`config.mk`:
```
export PLATFORM = sky130hd
export DESIGN_NAME = clk_cfg_top
export DESIGN_NICKNAME = d
export VERILOG_FILES = /design/src/include/clk_cfg_pkg.sv /design/src/hdl/clk_cfg_top.sv /design/src/hdl/post_divider.sv
export VERILOG_INCLUDE_DIRS = /design/src /design/src/include
export SDC_FILE = /design/constraint.sdc
export NUM_CORES = 1
export LEC_CHECK = 0
export BUFFER_PORTS_ARGS = -buffer_cell sky130_fd_sc_hd__clkbuf_2
export CELL_PAD_IN_SITES_DETAIL_PLACEMENT = 1
export CELL_PAD_IN_SITES_GLOBAL_PLACEMENT = 1
export CORE_UTILIZATION = 35
export DETAILED_ROUTE_END_ITERATION = 6
export GPL_TIMING_DRIVEN = 0
export PLACE_DENSITY = 0.62
export SYNTH_ARGS = -nofsm -noshare
export SYNTH_HDL_FRONTEND = slang
export SYNTH_SLANG_ARGS = --single-unit
```
`constraint.sdc`:
```
create_clock -name CLK_I -period 6.1 [get_ports CLK_I]
set_input_delay 0.305 -clock CLK_I [delete_from_list [all_inputs] [get_ports CLK_I]]
set_output_delay 0.305 -clock CLK_I [all_outputs]
set_load 0.05 [all_outputs]
```
`src/include/clk_cfg_map.svh`:
```
// register offsets, field positions, reset values and counts of the clock configuration block
`ifndef CLK_CFG_MAP_SVH
`define CLK_CFG_MAP_SVH

// ----------------------------------------
// register offsets (byte addresses)
// ----------------------------------------
`define OFF_PIN_AND_SEL 8'h0A
`define OFF_INPUT_SRC 8'h0B
`define OFF_POWER_DOWN 8'h0C
`define OFF_POST_DIV0 8'h0D
`define OFF_OUT_CFG0 8'h13
`define OFF_LAST 8'h18

// ----------------------------------------
// counts and widths
// ----------------------------------------
`define NUM_REGS 15
`define NUM_DIV 6
`define NUM_OUT 6
`define DIV_W 7

// ----------------------------------------
// field positions
// ----------------------------------------
`define POS_PIN_MODE 2
`define POS_INPUT_SEL 4
`define POS_INPUT_SRC 6
`define POS_POWER_DOWN 6
`define POS_OUT_EN 3
`define POS_OUT_INV 6

// ----------------------------------------
// reset values
// ----------------------------------------
`define RST_PIN_AND_SEL 8'h00
`define RST_INPUT_SRC 8'h00
`define RST_POWER_DOWN 8'h00
`define RST_DIV0 7'h0A
`define RST_DIV1 7'h14
`define RST_DIV2 7'h08
`define RST_DIV3 7'h09
`define RST_DIV4 7'h20
`define RST_DIV5 7'h04
`define RST_OUT_CFG 8'h3A
// arbitrary neutral slave address
`define SLAVE_ADDR_DEFAULT 7'h55

`endif

```
`src/include/clk_cfg_pkg.sv`:
```
// types of the clock configuration block
package clk_cfg_pkg;
`include "clk_cfg_map.svh"

    // function of the second control pin
    typedef enum logic [1:0] {
        PM_FORCE_LOW = 2'b00,
        PM_TRISTATE = 2'b01,
        PM_RSVD = 2'b10,
        PM_ADDR = 2'b11
    } pin_mode_t;

    // input signal source
    typedef enum logic [1:0] {
        SRC_XTAL = 2'b00,
        SRC_LVCMOS = 2'b01,
        SRC_DIFF = 2'b10,
        SRC_RSVD = 2'b11
    } src_mode_t;

    // serial slave states
    typedef enum logic [2:0] {
        BS_IDLE = 3'b000,
        BS_RX = 3'b001,
        BS_ACK = 3'b010,
        BS_TX = 3'b011,
        BS_TXACK = 3'b100
    } bus_st_t;

    // which byte of a transfer is being received
    typedef enum logic [1:0] {
        PH_ADDR = 2'b00,
        PH_PTR = 2'b01,
        PH_DATA = 2'b10
    } phase_t;

    // whole state of the configuration block
    typedef struct packed {
        logic [`NUM_REGS-1:0][7:0] regs;
        bus_st_t st;
        phase_t ph;
        logic rw;
        logic nack;
        logic [3:0] bits;
        logic [7:0] sh;
        logic [7:0] ptr;
        logic sda_oe;
        logic scl_q;
        logic sda_q;
        pin_mode_t mode_eff;
        src_mode_t src_eff;
        logic [`NUM_OUT-1:0][2:0] sel_eff;
        logic ref_q;
        logic [`NUM_OUT-1:0] out;
        logic [`NUM_OUT-1:0] oe;
    } cfg_state_t;

    // whole state of one post-divider
    typedef struct packed {
        logic [`DIV_W-1:0] ratio;
        logic [`DIV_W-1:0] cnt;
        logic out;
    } div_state_t;

endpackage

```
`src/hdl/clk_cfg_top.sv`:
```
// configuration registers, serial slave and output control of the clock synthesizer
//
// Operation
// - mode 00, pin low: outputs forced inactive
// - mode 01, pin low: outputs high impedance
// - mode 11: pin is slave address bit one
// - new address bit applies from next transfer
// - select bit picks first or second input
// - select bit ignored for crystal or differential
// - source field: crystal, LVCMOS, differential, reserved
// - power down tri-states outputs, keeps registers
// - power down beats pin force or tri-state
// - post-dividers divide 1..127, zero disallowed
// - output select picks divider zero to five
`timescale 1ns/100ps
`default_nettype none
`include "clk_cfg_map.svh"

module clk_cfg_top
    import clk_cfg_pkg::*;
#(
    parameter logic [6:0] SLAVE_ADDR = `SLAVE_ADDR_DEFAULT
) (
    input wire logic CLK_I,
    input wire logic RST_N_I,
    input wire logic SCL_I,
    input wire logic SDA_I,
    output logic SDA_O,
    output logic SDA_OE_O,
    input wire logic SECOND_CONTROL_PIN_I,
    input wire logic FIRST_CLOCK_INPUT_I,
    input wire logic SECOND_CLOCK_INPUT_I,
    output logic [`NUM_OUT-1:0] CLOCK_OUTPUT_O,
    output logic [`NUM_OUT-1:0] CLOCK_OUTPUT_OE_O,
    output logic [1:0] INPUT_SOURCE_O,
    output logic POWER_DOWN_O
);

    // ----------------------------------------
    // reset image
    // ----------------------------------------
    localparam logic [`NUM_REGS-1:0][7:0] REG_RST = {
        {6{`RST_OUT_CFG}},
        {1'b0, `RST_DIV5}, {1'b0, `RST_DIV4}, {1'b0, `RST_DIV3},
        {1'b0, `RST_DIV2}, {1'b0, `RST_DIV1}, {1'b0, `RST_DIV0},
        `RST_POWER_DOWN, `RST_INPUT_SRC, `RST_PIN_AND_SEL
    };
    localparam logic [2:0] SEL_RST = 3'(`RST_OUT_CFG & 8'h07);
    localparam cfg_state_t ST_RST = '{
        regs: REG_RST,
        st: BS_IDLE,
        ph: PH_ADDR,
        rw: 1'b0,
        nack: 1'b0,
        bits: 4'h0,
        sh: 8'h00,
        ptr: 8'h00,
        sda_oe: 1'b0,
        scl_q: 1'b1,
        sda_q: 1'b1,
        mode_eff: pin_mode_t'(2'(`RST_PIN_AND_SEL >> `POS_PIN_MODE)),
        src_eff: src_mode_t'(2'(`RST_INPUT_SRC >> `POS_INPUT_SRC)),
        sel_eff: {`NUM_OUT{SEL_RST}},
        ref_q: 1'b0,
        out: '0,
        oe: '0
    };

    cfg_state_t q; // registered state
    cfg_state_t n; // next state
    logic [`NUM_DIV-1:0] div_out; // divider outputs
    logic [`NUM_DIV-1:0][`DIV_W-1:0] ratios; // divider fields
    logic ref_lvl; // selected reference level
    logic tick; // reference rising edge
    logic pd; // power-down bit
    logic [6:0] my_addr; // live slave address

    // ----------------------------------------
    // register field views
    // ----------------------------------------
    // power-down bit of the stored configuration
    assign pd = q.regs[`OFF_POWER_DOWN - `OFF_PIN_AND_SEL][`POS_POWER_DOWN];

    // select bit only matters for two single-ended inputs
    always_comb begin
        if (q.src_eff == SRC_LVCMOS && q.regs[0][`POS_INPUT_SEL]) begin
            ref_lvl = SECOND_CLOCK_INPUT_I;
        end else begin
            ref_lvl = FIRST_CLOCK_INPUT_I;
        end
    end

    // a powered-down input stage delivers no edges
    assign tick = ref_lvl & ~q.ref_q & ~pd;

    // address bit one follows the pin once its mode is live
    always_comb begin
        my_addr = SLAVE_ADDR;
        if (q.mode_eff == PM_ADDR) begin
            my_addr[1] = SECOND_CONTROL_PIN_I;
        end
    end

    // ----------------------------------------
    // post-dividers
    // ----------------------------------------
    localparam logic [`NUM_DIV-1:0][`DIV_W-1:0] DIV_RST = {
        `RST_DIV5, `RST_DIV4, `RST_DIV3, `RST_DIV2, `RST_DIV1, `RST_DIV0
    };

    genvar gi;
    generate
        for (gi = 0; gi < `NUM_DIV; gi++) begin : g_div
            assign ratios[gi] = q.regs[3 + gi][`DIV_W-1:0];
            post_divider #(
                .RST_RATIO(DIV_RST[gi])
            ) u_div (
                .clk_i(CLK_I),
                .rst_n_i(RST_N_I),
                .ratio_i(ratios[gi]),
                .tick_i(tick),
                .lvl_i(ref_lvl),
                .div_o(div_out[gi])
            );
        end
    endgenerate

    // ----------------------------------------
    // next state
    // ----------------------------------------
    always_comb begin
        logic scl_rise; // clock edge events
        logic scl_fall;
        logic start_c; // bus conditions
        logic stop_c;
        logic [7:0] rel; // offset relative to first register
        logic mapped; // pointer inside the map
        logic [7:0] rd; // read data
        logic dsel; // divider picked by an output
        logic inv; // output inversion
        scl_rise = 1'b0;
        scl_fall = 1'b0;
        start_c = 1'b0;
        stop_c = 1'b0;
        rel = 8'h00;
        mapped = 1'b0;
        rd = 8'h00;
        dsel = 1'b0;
        inv = 1'b0;
        n = q;
        n.scl_q = SCL_I;
        n.sda_q = SDA_I;
        n.ref_q = ref_lvl;
        scl_rise = SCL_I & ~q.scl_q;
        scl_fall = ~SCL_I & q.scl_q;
        start_c = SCL_I & q.scl_q & q.sda_q & ~SDA_I;
        stop_c = SCL_I & q.scl_q & ~q.sda_q & SDA_I;
        rel = q.ptr - `OFF_PIN_AND_SEL;
        mapped = (q.ptr >= `OFF_PIN_AND_SEL) && (q.ptr <= `OFF_LAST);
        rd = mapped ? q.regs[rel[3:0]] : 8'h00;

        // serial slave; registers stay alive in power-down
        if (start_c) begin
            n.st = BS_RX;
            n.ph = PH_ADDR;
            n.bits = 4'h0;
            n.sda_oe = 1'b0;
        end else if (stop_c) begin
            n.st = BS_IDLE;
            n.sda_oe = 1'b0;
        end else begin
            unique case (q.st)
                BS_IDLE: begin
                    n.sda_oe = 1'b0;
                end
                BS_RX: begin
                    // bits arrive on rising clock, byte ends on the fall
                    if (scl_rise && q.bits != 4'h8) begin
                        n.sh = {q.sh[6:0], SDA_I};
                        n.bits = q.bits + 4'h1;
                    end else if (scl_fall && q.bits == 4'h8) begin
                        n.st = BS_ACK;
                        n.sda_oe = 1'b1;
                        unique case (q.ph)
                            PH_ADDR: begin
                                // a foreign address drops off the bus
                                n.rw = q.sh[0];
                                if (q.sh[7:1] != my_addr) begin
                                    n.st = BS_IDLE;
                                    n.sda_oe = 1'b0;
                                end
                            end
                            PH_PTR: begin
                                n.ptr = q.sh;
                            end
                            default: begin
                                // write lands now, so the next byte or
                                // transfer sees the new settings
                                if (mapped) begin
                                    n.regs[rel[3:0]] = q.sh;
                                end
                                n.ptr = q.ptr + 8'h01;
                            end
                        endcase
                    end
                end
                BS_ACK: begin
                    // acknowledge held through the ninth clock
                    if (scl_fall) begin
                        n.bits = 4'h0;
                        if (q.ph == PH_ADDR && q.rw) begin
                            n.st = BS_TX;
                            n.sh = rd;
                            n.sda_oe = ~rd[7];
                            n.ptr = q.ptr + 8'h01;
                        end else begin
                            n.st = BS_RX;
                            n.sda_oe = 1'b0;
                            n.ph = (q.ph == PH_ADDR) ? PH_PTR : PH_DATA;
                        end
                    end
                end
                BS_TX: begin
                    // shift the next bit out on each falling clock
                    if (scl_fall) begin
                        if (q.bits == 4'h7) begin
                            n.st = BS_TXACK;
                            n.sda_oe = 1'b0;
                        end else begin
                            n.sh = {q.sh[6:0], 1'b0};
                            n.sda_oe = ~q.sh[6];
                            n.bits = q.bits + 4'h1;
                        end
                    end
                end
                BS_TXACK: begin
                    // a master nack ends the read
                    if (scl_rise) begin
                        n.nack = SDA_I;
                    end else if (scl_fall) begin
                        n.bits = 4'h0;
                        if (q.nack) begin
                            n.st = BS_IDLE;
                        end else begin
                            n.st = BS_TX;
                            n.sh = rd;
                            n.sda_oe = ~rd[7];
                            n.ptr = q.ptr + 8'h01;
                        end
                    end
                end
                default: begin
                    n.st = BS_IDLE;
                    n.sda_oe = 1'b0;
                end
            endcase
        end

        // effective settings follow the freshly written bytes;
        // a reserved code leaves the last valid one in force
        if (pin_mode_t'(n.regs[0][`POS_PIN_MODE +: 2]) != PM_RSVD) begin
            n.mode_eff = pin_mode_t'(n.regs[0][`POS_PIN_MODE +: 2]);
        end
        if (src_mode_t'(n.regs[1][`POS_INPUT_SRC +: 2]) != SRC_RSVD) begin
            n.src_eff = src_mode_t'(n.regs[1][`POS_INPUT_SRC +: 2]);
        end
        for (int i = 0; i < `NUM_OUT; i++) begin
            if (n.regs[9 + i][2:0] <= 3'h5) begin
                n.sel_eff[i] = n.regs[9 + i][2:0];
            end
        end

        // output stage: power-down first, then the pin, then the clock
        for (int i = 0; i < `NUM_OUT; i++) begin
            dsel = div_out[q.sel_eff[i]];
            inv = q.regs[9 + i][`POS_OUT_INV];
            n.out[i] = q.regs[9 + i][`POS_OUT_EN] ? (dsel ^ inv) : 1'b0;
            n.oe[i] = 1'b1;
            if (pd) begin
                n.oe[i] = 1'b0;
            end else if (!SECOND_CONTROL_PIN_I && q.mode_eff == PM_FORCE_LOW) begin
                n.out[i] = inv;
            end else if (!SECOND_CONTROL_PIN_I && q.mode_eff == PM_TRISTATE) begin
                n.oe[i] = 1'b0;
            end
        end
    end

    // ----------------------------------------
    // state register
    // ----------------------------------------
    always_ff @(posedge CLK_I) begin
        if (!RST_N_I) begin
            q <= ST_RST;
        end else begin
            q <= n;
        end
    end

    // ----------------------------------------
    // outputs
    // ----------------------------------------
    // open drain: the pad only ever pulls low
    assign SDA_O = 1'b0;
    assign SDA_OE_O = q.sda_oe;
    assign CLOCK_OUTPUT_O = q.out;
    assign CLOCK_OUTPUT_OE_O = q.oe;
    assign INPUT_SOURCE_O = q.src_eff;
    assign POWER_DOWN_O = pd;

    // ----------------------------------------
    // checks
    // ----------------------------------------
    a_pd_tristate: assert property (@(posedge CLK_I) disable iff (!RST_N_I)
        pd |=> (CLOCK_OUTPUT_OE_O == '0))
        else $error("outputs driven in power-down");
    a_force_low: assert property (@(posedge CLK_I) disable iff (!RST_N_I)
        (!pd && q.mode_eff == PM_FORCE_LOW && !SECOND_CONTROL_PIN_I)
        |=> (CLOCK_OUTPUT_OE_O == '1) && (CLOCK_OUTPUT_O == $past({q.regs[14][6], q.regs[13][6],
        q.regs[12][6], q.regs[11][6], q.regs[10][6], q.regs[9][6]})))
        else $error("outputs not forced inactive");
    a_pin_tristate: assert property (@(posedge CLK_I) disable iff (!RST_N_I)
        (!pd && q.mode_eff == PM_TRISTATE && !SECOND_CONTROL_PIN_I) |=> (CLOCK_OUTPUT_OE_O == '0))
        else $error("outputs driven with pin low");
    a_addr_mode_live: assert property (@(posedge CLK_I) disable iff (!RST_N_I)
        (q.st == BS_RX && q.ph == PH_DATA && q.bits == 4'h8 && !SCL_I && q.scl_q
        && q.ptr == `OFF_PIN_AND_SEL && q.sh[3:2] == 2'b11) |=> (q.mode_eff == PM_ADDR))
        else $error("address mode not live after write");
    a_mode_rsvd_hold: assert property (@(posedge CLK_I) disable iff (!RST_N_I)
        (q.regs[0][3:2] == 2'b10) |-> (q.mode_eff != PM_RSVD) ##1 $stable(q.mode_eff) || q.regs[0][3:2] != 2'b10)
        else $error("reserved mode changed behaviour");
    a_src_second: assert property (@(posedge CLK_I) disable iff (!RST_N_I)
        (q.src_eff == SRC_LVCMOS && q.regs[0][4]) |=> (q.ref_q == $past(SECOND_CLOCK_INPUT_I)))
        else $error("second input not routed");
    a_sel_ignored: assert property (@(posedge CLK_I) disable iff (!RST_N_I)
        (q.src_eff != SRC_LVCMOS) |=> (q.ref_q == $past(FIRST_CLOCK_INPUT_I)))
        else $error("select bit not ignored");
    a_out_sel_valid: assert property (@(posedge CLK_I) disable iff (!RST_N_I)
        (q.sel_eff[0] <= 3'h5) && (q.regs[9][2:0] > 3'h5 || q.sel_eff[0] == q.regs[9][2:0]))
        else $error("output select wrong");
    a_pd_no_ticks: assert property (@(posedge CLK_I) disable iff (!RST_N_I)
        pd |-> !tick ##1 (q.regs == $past(q.regs) || q.st == BS_ACK))
        else $error("edges or registers lost in power-down");

endmodule // clk_cfg_top

`default_nettype wire

```
`src/hdl/post_divider.sv`:
```
// one output post-divider clocked by reference edge ticks
`timescale 1ns/100ps
`default_nettype none
`include "clk_cfg_map.svh"

module post_divider
    import clk_cfg_pkg::*;
#(
    parameter logic [`DIV_W-1:0] RST_RATIO = `RST_DIV0
) (
    input wire logic clk_i,
    input wire logic rst_n_i,
    input wire logic [`DIV_W-1:0] ratio_i,
    input wire logic tick_i,
    input wire logic lvl_i,
    output logic div_o
);

    div_state_t q; // registered state
    div_state_t n; // next state

    // ----------------------------------------
    // next state
    // ----------------------------------------
    always_comb begin
        n = q;
        // a zero ratio is not allowed, so the last valid one stays
        if (ratio_i != '0) begin
            n.ratio = ratio_i;
        end
        // a shrunk ratio must not leave the counter past its end
        if (q.cnt >= n.ratio) begin
            n.cnt = '0;
        end else if (tick_i) begin
            n.cnt = (q.cnt == n.ratio - 7'h01) ? '0 : q.cnt + 7'h01;
        end
        // divide by one passes the reference level straight on
        if (n.ratio == 7'h01) begin
            n.out = lvl_i;
        end else begin
            n.out = (n.cnt < (n.ratio >> 1));
        end
    end

    // ----------------------------------------
    // state register
    // ----------------------------------------
    always_ff @(posedge clk_i) begin
        if (!rst_n_i) begin
            q <= '{ratio: RST_RATIO, cnt: '0, out: 1'b0};
        end else begin
            q <= n;
        end
    end

    assign div_o = q.out;

    a_zero_ratio_hold: assert property (@(posedge clk_i) disable iff (!rst_n_i)
        (ratio_i == '0) |=> (q.ratio == $past(q.ratio)))
        else $error("zero ratio changed the divider");
    a_count_in_range: assert property (@(posedge clk_i) disable iff (!rst_n_i)
        (ratio_i != '0) |=> (q.ratio == $past(ratio_i)) && (q.cnt < q.ratio))
        else $error("divider ratio or count wrong");

endmodule // post_divider

`default_nettype wire

```
==> results of run 1 <==
-- power by group --
group / internal [mW] / total [mW] / switching, mW
clock network: 1.45 / 2.31 / 0.864
registers: 1.78 / 1.80 / 0.0231
logic: 0.0668 / 0.213 / 0.146
total: 3.30 / 4.33 / 1.03
-- critical path: stages (launching register included) --
cell	delay [ns]
sky130_fd_sc_hd__dfxtp_1	0.30
sky130_fd_sc_hd__clkbuf_1	0.38
sky130_fd_sc_hd__nor3_1	0.17
sky130_fd_sc_hd__and3_1	0.23
sky130_fd_sc_hd__a21oi_1	0.25
sky130_fd_sc_hd__inv_1	0.11
sky130_fd_sc_hd__ha_1	0.32
sky130_fd_sc_hd__nand2b_1	0.15
sky130_fd_sc_hd__a21o_1	0.17
sky130_fd_sc_hd__a21o_1	0.17
sky130_fd_sc_hd__maj3_1	0.35
sky130_fd_sc_hd__a211oi_1	0.20
sky130_fd_sc_hd__o21bai_1	0.20
sky130_fd_sc_hd__nor2_1	0.40
sky130_fd_sc_hd__and2_1	0.21
sky130_fd_sc_hd__ha_1	0.23
sky130_fd_sc_hd__o21a_1	0.11
sky130_fd_sc_hd__o2111ai_1	0.22
sky130_fd_sc_hd__nor2_1	0.07
sky130_fd_sc_hd__a2111oi_0	0.47
sky130_fd_sc_hd__o31ai_1	0.18
sky130_fd_sc_hd__mux2i_1	0.40
-- sequential cells by signal (all words and copies together) (netlist names) --
register,count
g_div.u_div.q,84
q,169
POWER_DOWN_O,1
g_div.u_div.div_o,6
SDA_OE_O,1
CLOCK_OUTPUT_OE_O,1
INPUT_SOURCE_O,2
CLOCK_OUTPUT_O,6
-- Yosys cell counts (all sizes together), types with 6 or more instances --
library cell  number  area [um^2]
dfxtp            270         5410
nand4             21          131
nand2b            16          100
or3                8         50.1
a31oi             31          194
o21a              20          150
o211ai             6         45.0
or2               16          103
nor4              21          165
and2              14         87.6
o31ai              7         62.6
nand3             25          125
mux2i            116         1160
nand2            136          510
a211oi            18          135
a21oi             95          475
clkbuf            75          282
o21ai             80          400
o31a               7         61.3
nand3b             7         52.6
mux4              38          860
xor2              36          315
or4                8         63.8
buf               28          171
nor3              76          405
and3              21          131
nor3b              6         45.0
a41oi              8         70.1
a22oi             12         90.1
a21o              21          158
ha                93         1160
nor2b             17          106
xnor2             51          447
inv               34          128
nor2             224          848
-- kinds of logic after synthesis --
group / count (synthesis)
other cells: 1
fa+ha+maj: 98
mux: 157
xor+xnor: 88
compound gates: 348
simple gates: 627
buf+inv: 137
flops: 270
-- per-layer routing --
layer / GRT usage (%) / part of all wire (%) / vias up
met3: 2.75 / 3.6 / 82
met1: 31.3 / 46 / 6758
met2: 40.9 / 48 / 260
met4: 8.77 / 3.0 / 0
li1: - / - / 6366
met5: 0 / 0 / -
-- metrics by stage --
| stage | instances | worst slack, ns | util [%] | instance area [um^2] | TNS (ns) |
|---|---|---|---|---|---|
| floorplan | 1726 | 1.85 | - | 15300 | 0 |
| global placement | 2333 | -0.506 | 37.5 | 16100 | -0.582 |
| detailed placement | 2334 | 0.686 | 37.5 | 16200 | 0 |
| CTS | 2397 | 0.665 | 40.5 | 17400 | 0 |
| global route | 2397 | 0.398 | 40.5 | 17400 | 0 |
| finish | 2398 | 0.663 | 40.5 | 17400 | 0 |
-- worst max path at each step --
| stage | from | to | slack [ns] | cells past startpoint |
|---|---|---|---|---|
| after floorplan | q[132]$_SDFFE_PN0P_ | g_div[5].u_div.div_o$_SDFF_PN0_ | 1.85 | 19 |
| after global placement | INPUT_SOURCE_O[1]$_SDFFE_PN0P_ | g_div[1].u_div.div_o$_SDFF_PN0_ | -0.51 | 14 |
| after detailed placement | q[101]$_SDFFE_PN1P_ | g_div[1].u_div.div_o$_SDFF_PN0_ | 0.69 | 21 |
| after CTS | q[101]$_SDFFE_PN1P_ | g_div[1].u_div.div_o$_SDFF_PN0_ | 0.67 | 21 |
| after global routing | q[101]$_SDFFE_PN1P_ | g_div[1].u_div.div_o$_SDFF_PN0_ | 0.40 | 21 |
| final | q[101]$_SDFFE_PN1P_ | g_div[1].u_div.div_o$_SDFF_PN0_ | 0.66 | 21 |
-- cell type report --
cell class | instances | area (um^2) | area share, %
clock buffer | 48 | 1040 | 5.94
antenna | 1 | 2.50 | 0.0143
buffer | 103 | 453 | 2.60
sequential | 270 | 5410 | 31.0
timing repair buffer | 23 | 121 | 0.696
clock inverter | 15 | 249 | 1.43
inverter | 34 | 128 | 0.732
tap | 585 | 732 | 4.20
multi-input combinational | 1319 | 9320 | 53.4
==> results.md, run 1 <==
- The via-per-instance ratio is 5.62.
- For this run, design rule violations remaining after detail routing come to 0.
- The floorplan step defined a die boundary enclosing 44600 um^2.
- Along the worst hold path, the cell count comes to 2.
- The overall power after layout is 4.33 mW.
- For this configuration, the core starts out at a cell density of 35.5%.
- The worst clock skew is 0.0191 ns.
- The first detailed-routing pass ran for 5 iterations.
- The worst min-delay path startpoint is SDA_I.
- The fraction of the cycle the final worst path needs is 89.1%.
- During I/O placement, the number of pins put on the boundary was 24.
- Setup repair after global routing left no endpoint under its margin.
- The final weighted congestion in routability-driven placement is 0.881.
- Measured along the x axis, the die boundary spans 211 um.
- The maximum number of pins on one net before global-route repair is 13.
- TritonCTS built the clock tree.
- The Yosys step of the flow raised 0 warnings.
- The wire length per cell is 21.9 um.
- The initial antenna violation count came to 1.
- The area share of fa/ha/maj cells after synthesis is 7.93%.
- For this block, the initial DRC count from the detailed router was 781.
- After synthesis the netlist holds a flip-flop and latch count of 270.
- The cell count after synthesis is 1726.
- The total clock buffers created by CTS is 35.
- The dominant register cell in the synthesized netlist is sky130_fd_sc_hd__dfxtp_1.
- The highest net fanout along the worst path is 9.
- The portion of synthesized area spent on multiplexers is 13.4%.
- Summing every instance area after synthesis gives 15300 um^2.
- Counting I/O delays and the setup requirement, the final critical path takes 5.44 ns.
- For hold timing, the worst endpoint is q[35]$_SDFF_PN1_.
- The element type at the critical path end is a register.
- The total count of max-transition violations in the final report was 0.
- The relative area change from synthesis to final layout is 14.0%.
- The core box area is 43100 um^2.
- Summing over every cut layer, the via total after detailed routing is 13500.
- During placement, the flow inserted port buffers numbering 22.
- By startpoint and endpoint, the worst setup path is classified as register to register.
- The critical path arrival is 5.84 ns.
- The worst setup path is launched from a register.
- Sequential elements use 35.3% of the synthesized area.
- Setup violations remaining at the end of the flow were counted as 0.
- The worst register-to-register path ends at g_div[1].u_div.div_o$_SDFF_PN0_.
- In the final design database the tool counted 1886 nets.
- Post-CTS repair changed the size of 0 cells.
- The xor and xnor area share after synthesis is 5.13%.
- The tightest min-delay check is of the primary input to register type.
- The number of sinks driven by the clock tree is 270.
- In this run the remaining antenna-violating nets after routing total 0.
- The number of setup buffers added after CTS is 0.
- Measured along the y axis, the die boundary spans 211 um.
- In the layout the commonest cells are sky130_fd_sc_hd__dfxtp_1 (270), sky130_fd_sc_hd__nor2_1 (221), sky130_fd_sc_hd__nand2_1 (136), sky130_fd_sc_hd__mux2i_1 (116), sky130_fd_sc_hd__a21oi_1 (95).
- The number of rows in the core area is 76.
- After synthesis, the largest family of logic cells by area is simple AND/OR/NAND/NOR gates.
- The most common cell after layout, fill and taps aside is sky130_fd_sc_hd__dfxtp_1.
- The peak supply drop is 171 uV.
- In this run the tightest slew margin relative to its limit is 23.2%.
- The synthesized-area fraction occupied by ao, oa, aoi and oai cells is 14.6%.
- The half-perimeter wire length after detailed placement is 39.0 mm.
- The total global routing overflow is 0.
- In this run the critical register-to-register path is launched from q[101]$_SDFFE_PN1P_.
- At the pin with the least slew margin, the transition time is 1.15 ns.
- The analysis attributes to cell leakage a power of 6.32 nW.
- Clock-pin slew was measured on the worst setup and hold paths at 0.06 ns.
- In this run the mean area of a mapped cell was 8.86 um^2.
- The share of post-route cells with drive strength above 1 is 9.77%.
- Yosys mapped a number of flops with a built-in enable equal to 0.
- The global-route wire length before repair is 82.5 mm.
- The number of nets produced by synthesis is 1826.
- Hold timing on the final database bottoms out at a slack of 0.0423 ns.
- The flop-to-flop setup slack is 0.66 ns.
- The flow ran to the end, and the final reports show no timing, DRC or antenna violations.
- The cell depth of the worst flop-to-flop path is 21.
- The final hold violation count is 0.
- Static timing analysis puts the maximum clock frequency at 184 MHz.
- Across the run, the number of max-cap violations was 0.
- Counting along the longest clock path gives a buffer depth of 3.
- In the synthesized netlist the async set-or-reset flop fraction comes to 0%.
- The basic-gate share of the synthesized area counting and, or, nand and nor cells is 19.8%.
- Dividing total power by cell area gives a power density of 248 nW/um^2.
- STA puts the critical path data required time at 6.51 ns.
- The total routed wirelength is 52.5 mm.
- Global routing used 24.1% of the available tracks.
- The clock latency of the later-clocked register in the worst-skew pair is 0.56 ns.
- The H-tree was split into 2 levels.
- Clock tree synthesis selected as its root buffer the cell sky130_fd_sc_hd__clkbuf_16.
- The total of hold buffers inserted after clock tree synthesis is 0.
- The via count of the first global-routing pass is 14000.
- After filler insertion, the fill cell instance count of the layout stands at 5019.
- The count of unique library cells instantiated by Yosys is 80.
No activity file was read; power rests on OpenSTA's default activity.
==> inputs of run 2 (changes only) <==
--- a/config.mk
+++ b/config.mk
@@ -9,6 +9,7 @@
 export BUFFER_PORTS_ARGS = -buffer_cell sky130_fd_sc_hd__clkbuf_2
 export CELL_PAD_IN_SITES_DETAIL_PLACEMENT = 1
 export CELL_PAD_IN_SITES_GLOBAL_PLACEMENT = 1
+export CORE_MARGIN = 4
 export CORE_UTILIZATION = 35
 export DETAILED_ROUTE_END_ITERATION = 6
 export GPL_TIMING_DRIVEN = 0
==> run 2 against run 1 <==
Design area barely moved. Clock power barely moved. Register-to-register slack got worse by 0.08 ns. Utilization fell by 0.072 points. Sequential share of layout area barely moved. Hold slack improved by 0.020 ns. Highest routed layer is now met5. Combinational power barely moved. Fmax fell by 1.4%. Global-route usage fell by 1.8 points. Largest power group unchanged. Flip-flop and latch count did not move. Critical path depth fell by 6.
==> results.md, run 2 (synthesized netlist as in run 1, its figures left out) <==
- The total count of max-transition violations in the final report is 0 (unchanged).
- Highest-count cells in the layout ignoring fill and taps: sky130_fd_sc_hd__dfxtp_1 (270), sky130_fd_sc_hd__nor2_1 (221), sky130_fd_sc_hd__nand2_1 (136), sky130_fd_sc_hd__mux2i_1 (116), sky130_fd_sc_hd__a21oi_1 (95) (unchanged).
- The number of rows in the core area is 76 (unchanged).
- The total global-route track usage is 22.3% (was 24.1%).
- The leakage dissipation is 6.33 nW (was 6.32 nW).
- The number of endpoints failing setup at the final stage was 0 (unchanged).
- The quantity of I/O buffers inserted on ports is 22 (unchanged).
- The master of the slowest instance on the critical path is sky130_fd_sc_hd__clkbuf_1 (was sky130_fd_sc_hd__a2111oi_0).
- The endpoint required time on the critical path was 6.52 ns (was 6.51 ns).
- The TritonCTS clock tree is yes (unchanged).
- Registers with the most flip-flops: q: 169 flops, g_div.u_div.q: 84 flops (unchanged).
- The critical path class is register to register (unchanged).
- The critical path arrival came to 5.94 ns (was 5.84 ns).
- The share of the core filled with cells is 40.4% (was 40.5%).
- The clock-pin slew on the worst setup and hold paths is 0.06 ns (about the same).
- The number of top-level design ports is 24 (unchanged).
- The number of flip-flops in the largest register is 169 (unchanged).
- The via count of the first global-routing pass came to 13900 (was 14000).
- The net total in the final layout is 1887 (was 1886).
- The highest net fanout along the worst path is 10 (was 9).
- The global-route wire length before repair is 82.2 mm (was 82.5 mm).
- The total global routing overflow was 0 (unchanged).
- The die outline width came to 217 um (was 211 um).
- The worst clock skew came to 0.0297 ns (was 0.0191 ns).
- The post-route standard cell area excluding fillers is 17500 um^2 (was 17400 um^2).
- The post-CTS resize count came to 0 (unchanged).
- The maximum single-stage delay on the critical path is 0.79 ns (was 0.47 ns).
- The total clock buffers created by CTS is 36 (was 35).
- The actual transition at the worst max-transition pin is 1.20 ns (was 1.15 ns).
- The final weighted congestion in routability-driven placement came to 0.891 (was 0.881).
- The type of element launching the critical path is a register (unchanged).
- The H-tree depth came to 2 (unchanged).
- Cell chain of the critical path: nand3b_1 > mux2i_1 > nor3_2 > buf_6 > clkbuf_1 > clkbuf_1 > mux2i_1 > nor3_1 > ha_1 > o21a_1 > o2111ai_1 > nor2_1 > a2111oi_0 > o31ai_1 > mux2i_1 (was clkbuf_1 > nor3_1 > and3_1 > a21oi_1 > inv_1 > ha_1 > nand2b_1 > a21o_1 > a21o_1 > maj3_1 > a211oi_1 > o21bai_1 > nor2_1 > and2_1 > ha_1 > o21a_1 > o2111ai_1 > nor2_1 > a2111oi_0 > o31ai_1 > mux2i_1).
- The class of the worst hold path is primary input to register (unchanged).
- The clock latency of the later-clocked register in the worst-skew pair came to 0.56 ns (about the same).
- The number of max-capacitance violations reported is 0 (unchanged).
- The most flop-heavy register is q (unchanged).
- The vertical die dimension is 217 um (was 211 um).
- The antenna cell count is 0 (was 1).
- The critical path's most frequent cell is sky130_fd_sc_hd__mux2i_1.
- The max-slew headroom at the worst pin is 19.8% (was 23.2%).
- The share of post-route cells with drive strength above 1 is 9.70% (was 9.77%).
- The total via count after detailed routing is 13500 (about the same).
- The most common cell after layout, fill and taps aside is sky130_fd_sc_hd__dfxtp_1 (unchanged).
- Run status: completed (unchanged).
- The maximum number of pins on one net before global-route repair was 12 (was 13).
- The clock root buffer is sky130_fd_sc_hd__clkbuf_16 (unchanged).
- The number of remaining DRC errors was 0 (unchanged).
- The fraction of the cycle the final worst path needs is 90.4% (was 89.1%).
- The maximum root-to-sink buffer count is 3 (unchanged).
- The power density normalized to cell area is 249 nW/um^2 (was 248 nW/um^2).
- The maximum clock frequency is 181 MHz (was 184 MHz).
- The core box area is 43200 um^2 (was 43100 um^2).
- Unrepaired setup endpoints after global routing: false (unchanged).
- The remaining number of nets flagged by the antenna check after routing is 0 (unchanged).
- The wire length per cell was 22.1 um (was 21.9 um).
- The total of hold buffers inserted after clock tree synthesis was 0 (unchanged).
- The via-per-instance ratio is 5.64 (was 5.62).
- The number of DRC markers after the initial detailed-route iteration came to 914 (was 781).
- The die footprint is 47100 um^2 (was 44600 um^2).
- The overall power after layout was 4.35 mW (was 4.33 mW).
- The number of sinks driven by the clock tree is 270 (unchanged).
- The initial antenna violation count is 2 (was 1).
- The total routed wirelength came to 53.1 mm (was 52.5 mm).
- The effective utilization at floorplan is 35.4% (was 35.5%).
- The minimum clock period is 5.52 ns (was 5.44 ns).
- The number of setup buffers added after CTS is 0 (unchanged).
- The final hold violation count is 0 (unchanged).
- The relative area change from synthesis to final layout is 14.1% (was 14.0%).
- The first-pass iteration count of the detailed router is 5 (unchanged).
- The peak supply drop is 153 uV (was 171 uV).
- The element type at the critical path end is a register (unchanged).
- The cell area after placement came to 16200 um^2 (unchanged).
- The half-perimeter wire length after detailed placement is 39.1 mm (was 39.0 mm).
run 2: cell count changes in the layout (fill, tap and decap cells not counted), sizes merged:
cell / before / now
bufinv: 6 / 5
clkinv: 5 / 4
clkbuf: 145 / 152
diode: 1 / 0
clkinvlp: 2 / 0
run 2: metal layers:
| layer | track usage (%) | vias up | share of wire, % |
|---|---|---|---|
| met5 | 0 | - | 0.024 |
| met3 | 4.08 | 75 | 4.8 |
| met4 | 6.25 | 2 | 2.7 |
| met1 | 29.6 | 6812 | 45 |
| met2 | 37.3 | 271 | 47 |
| li1 | - | 6369 | - |
run 2: report_power, final:
part | internal [mW] | switching, mW | total (mW)
Sequential | 1.78 | 0.0225 | 1.80
Combinational | 0.0669 | 0.148 | 0.215
Clock | 1.46 | 0.867 | 2.33
run 2: cell type report:
cell class / count / area (um^2)
clock buffer: 55 / 1100
fill: 5093 / 25700
buffer: 103 / 453
multi-input combinational: 1319 / 9320
timing repair buffer: 23 / 121
sequential: 270 / 5410
inverter: 34 / 128
clock inverter: 11 / 191
tap: 585 / 732
run 2: critical path, delay by kind of cell (launching register included):
| kind | cells | cell delay (ns) |
|---|---|---|
| AND/OR/NAND/NOR | 4 | 0.93 |
| adder cells (fa/ha/maj) | 1 | 0.32 |
| multiplexers | 3 | 0.96 |
| AO/OA/AOI/OAI | 4 | 1.02 |
| buffers and inverters | 3 | 1.78 |
| flip-flops | 1 | 0.38 |
run 2: final timing paths:
check	startpoint	to	slack (ns)	cells past startpoint
max	INPUT_SOURCE_O[1]$_SDFFE_PN0P_	g_div[1].u_div.div_o$_SDFF_PN0_	0.58	15
min reg2reg	q[73]$_SDFFE_PN0P_	q[73]$_SDFFE_PN0P_	0.48	2
max reg2reg	INPUT_SOURCE_O[1]$_SDFFE_PN0P_	g_div[1].u_div.div_o$_SDFF_PN0_	0.58	15
min	SDA_I	q[35]$_SDFF_PN1_	0.06	2
run 2: metrics by stage:
stage                     TNS (ns)  instances  hold slack [ns]  worst slack, ns
final                            0       2400           0.0626            0.584
after global routing             0       2400           0.0684            0.175
after CTS                        0       2400           0.0502            0.381
after detailed placement         0       2334            0.463            0.438
after global placement      -0.837       2333            0.451           -0.558
after floorplan                  0       1726            0.406             1.85
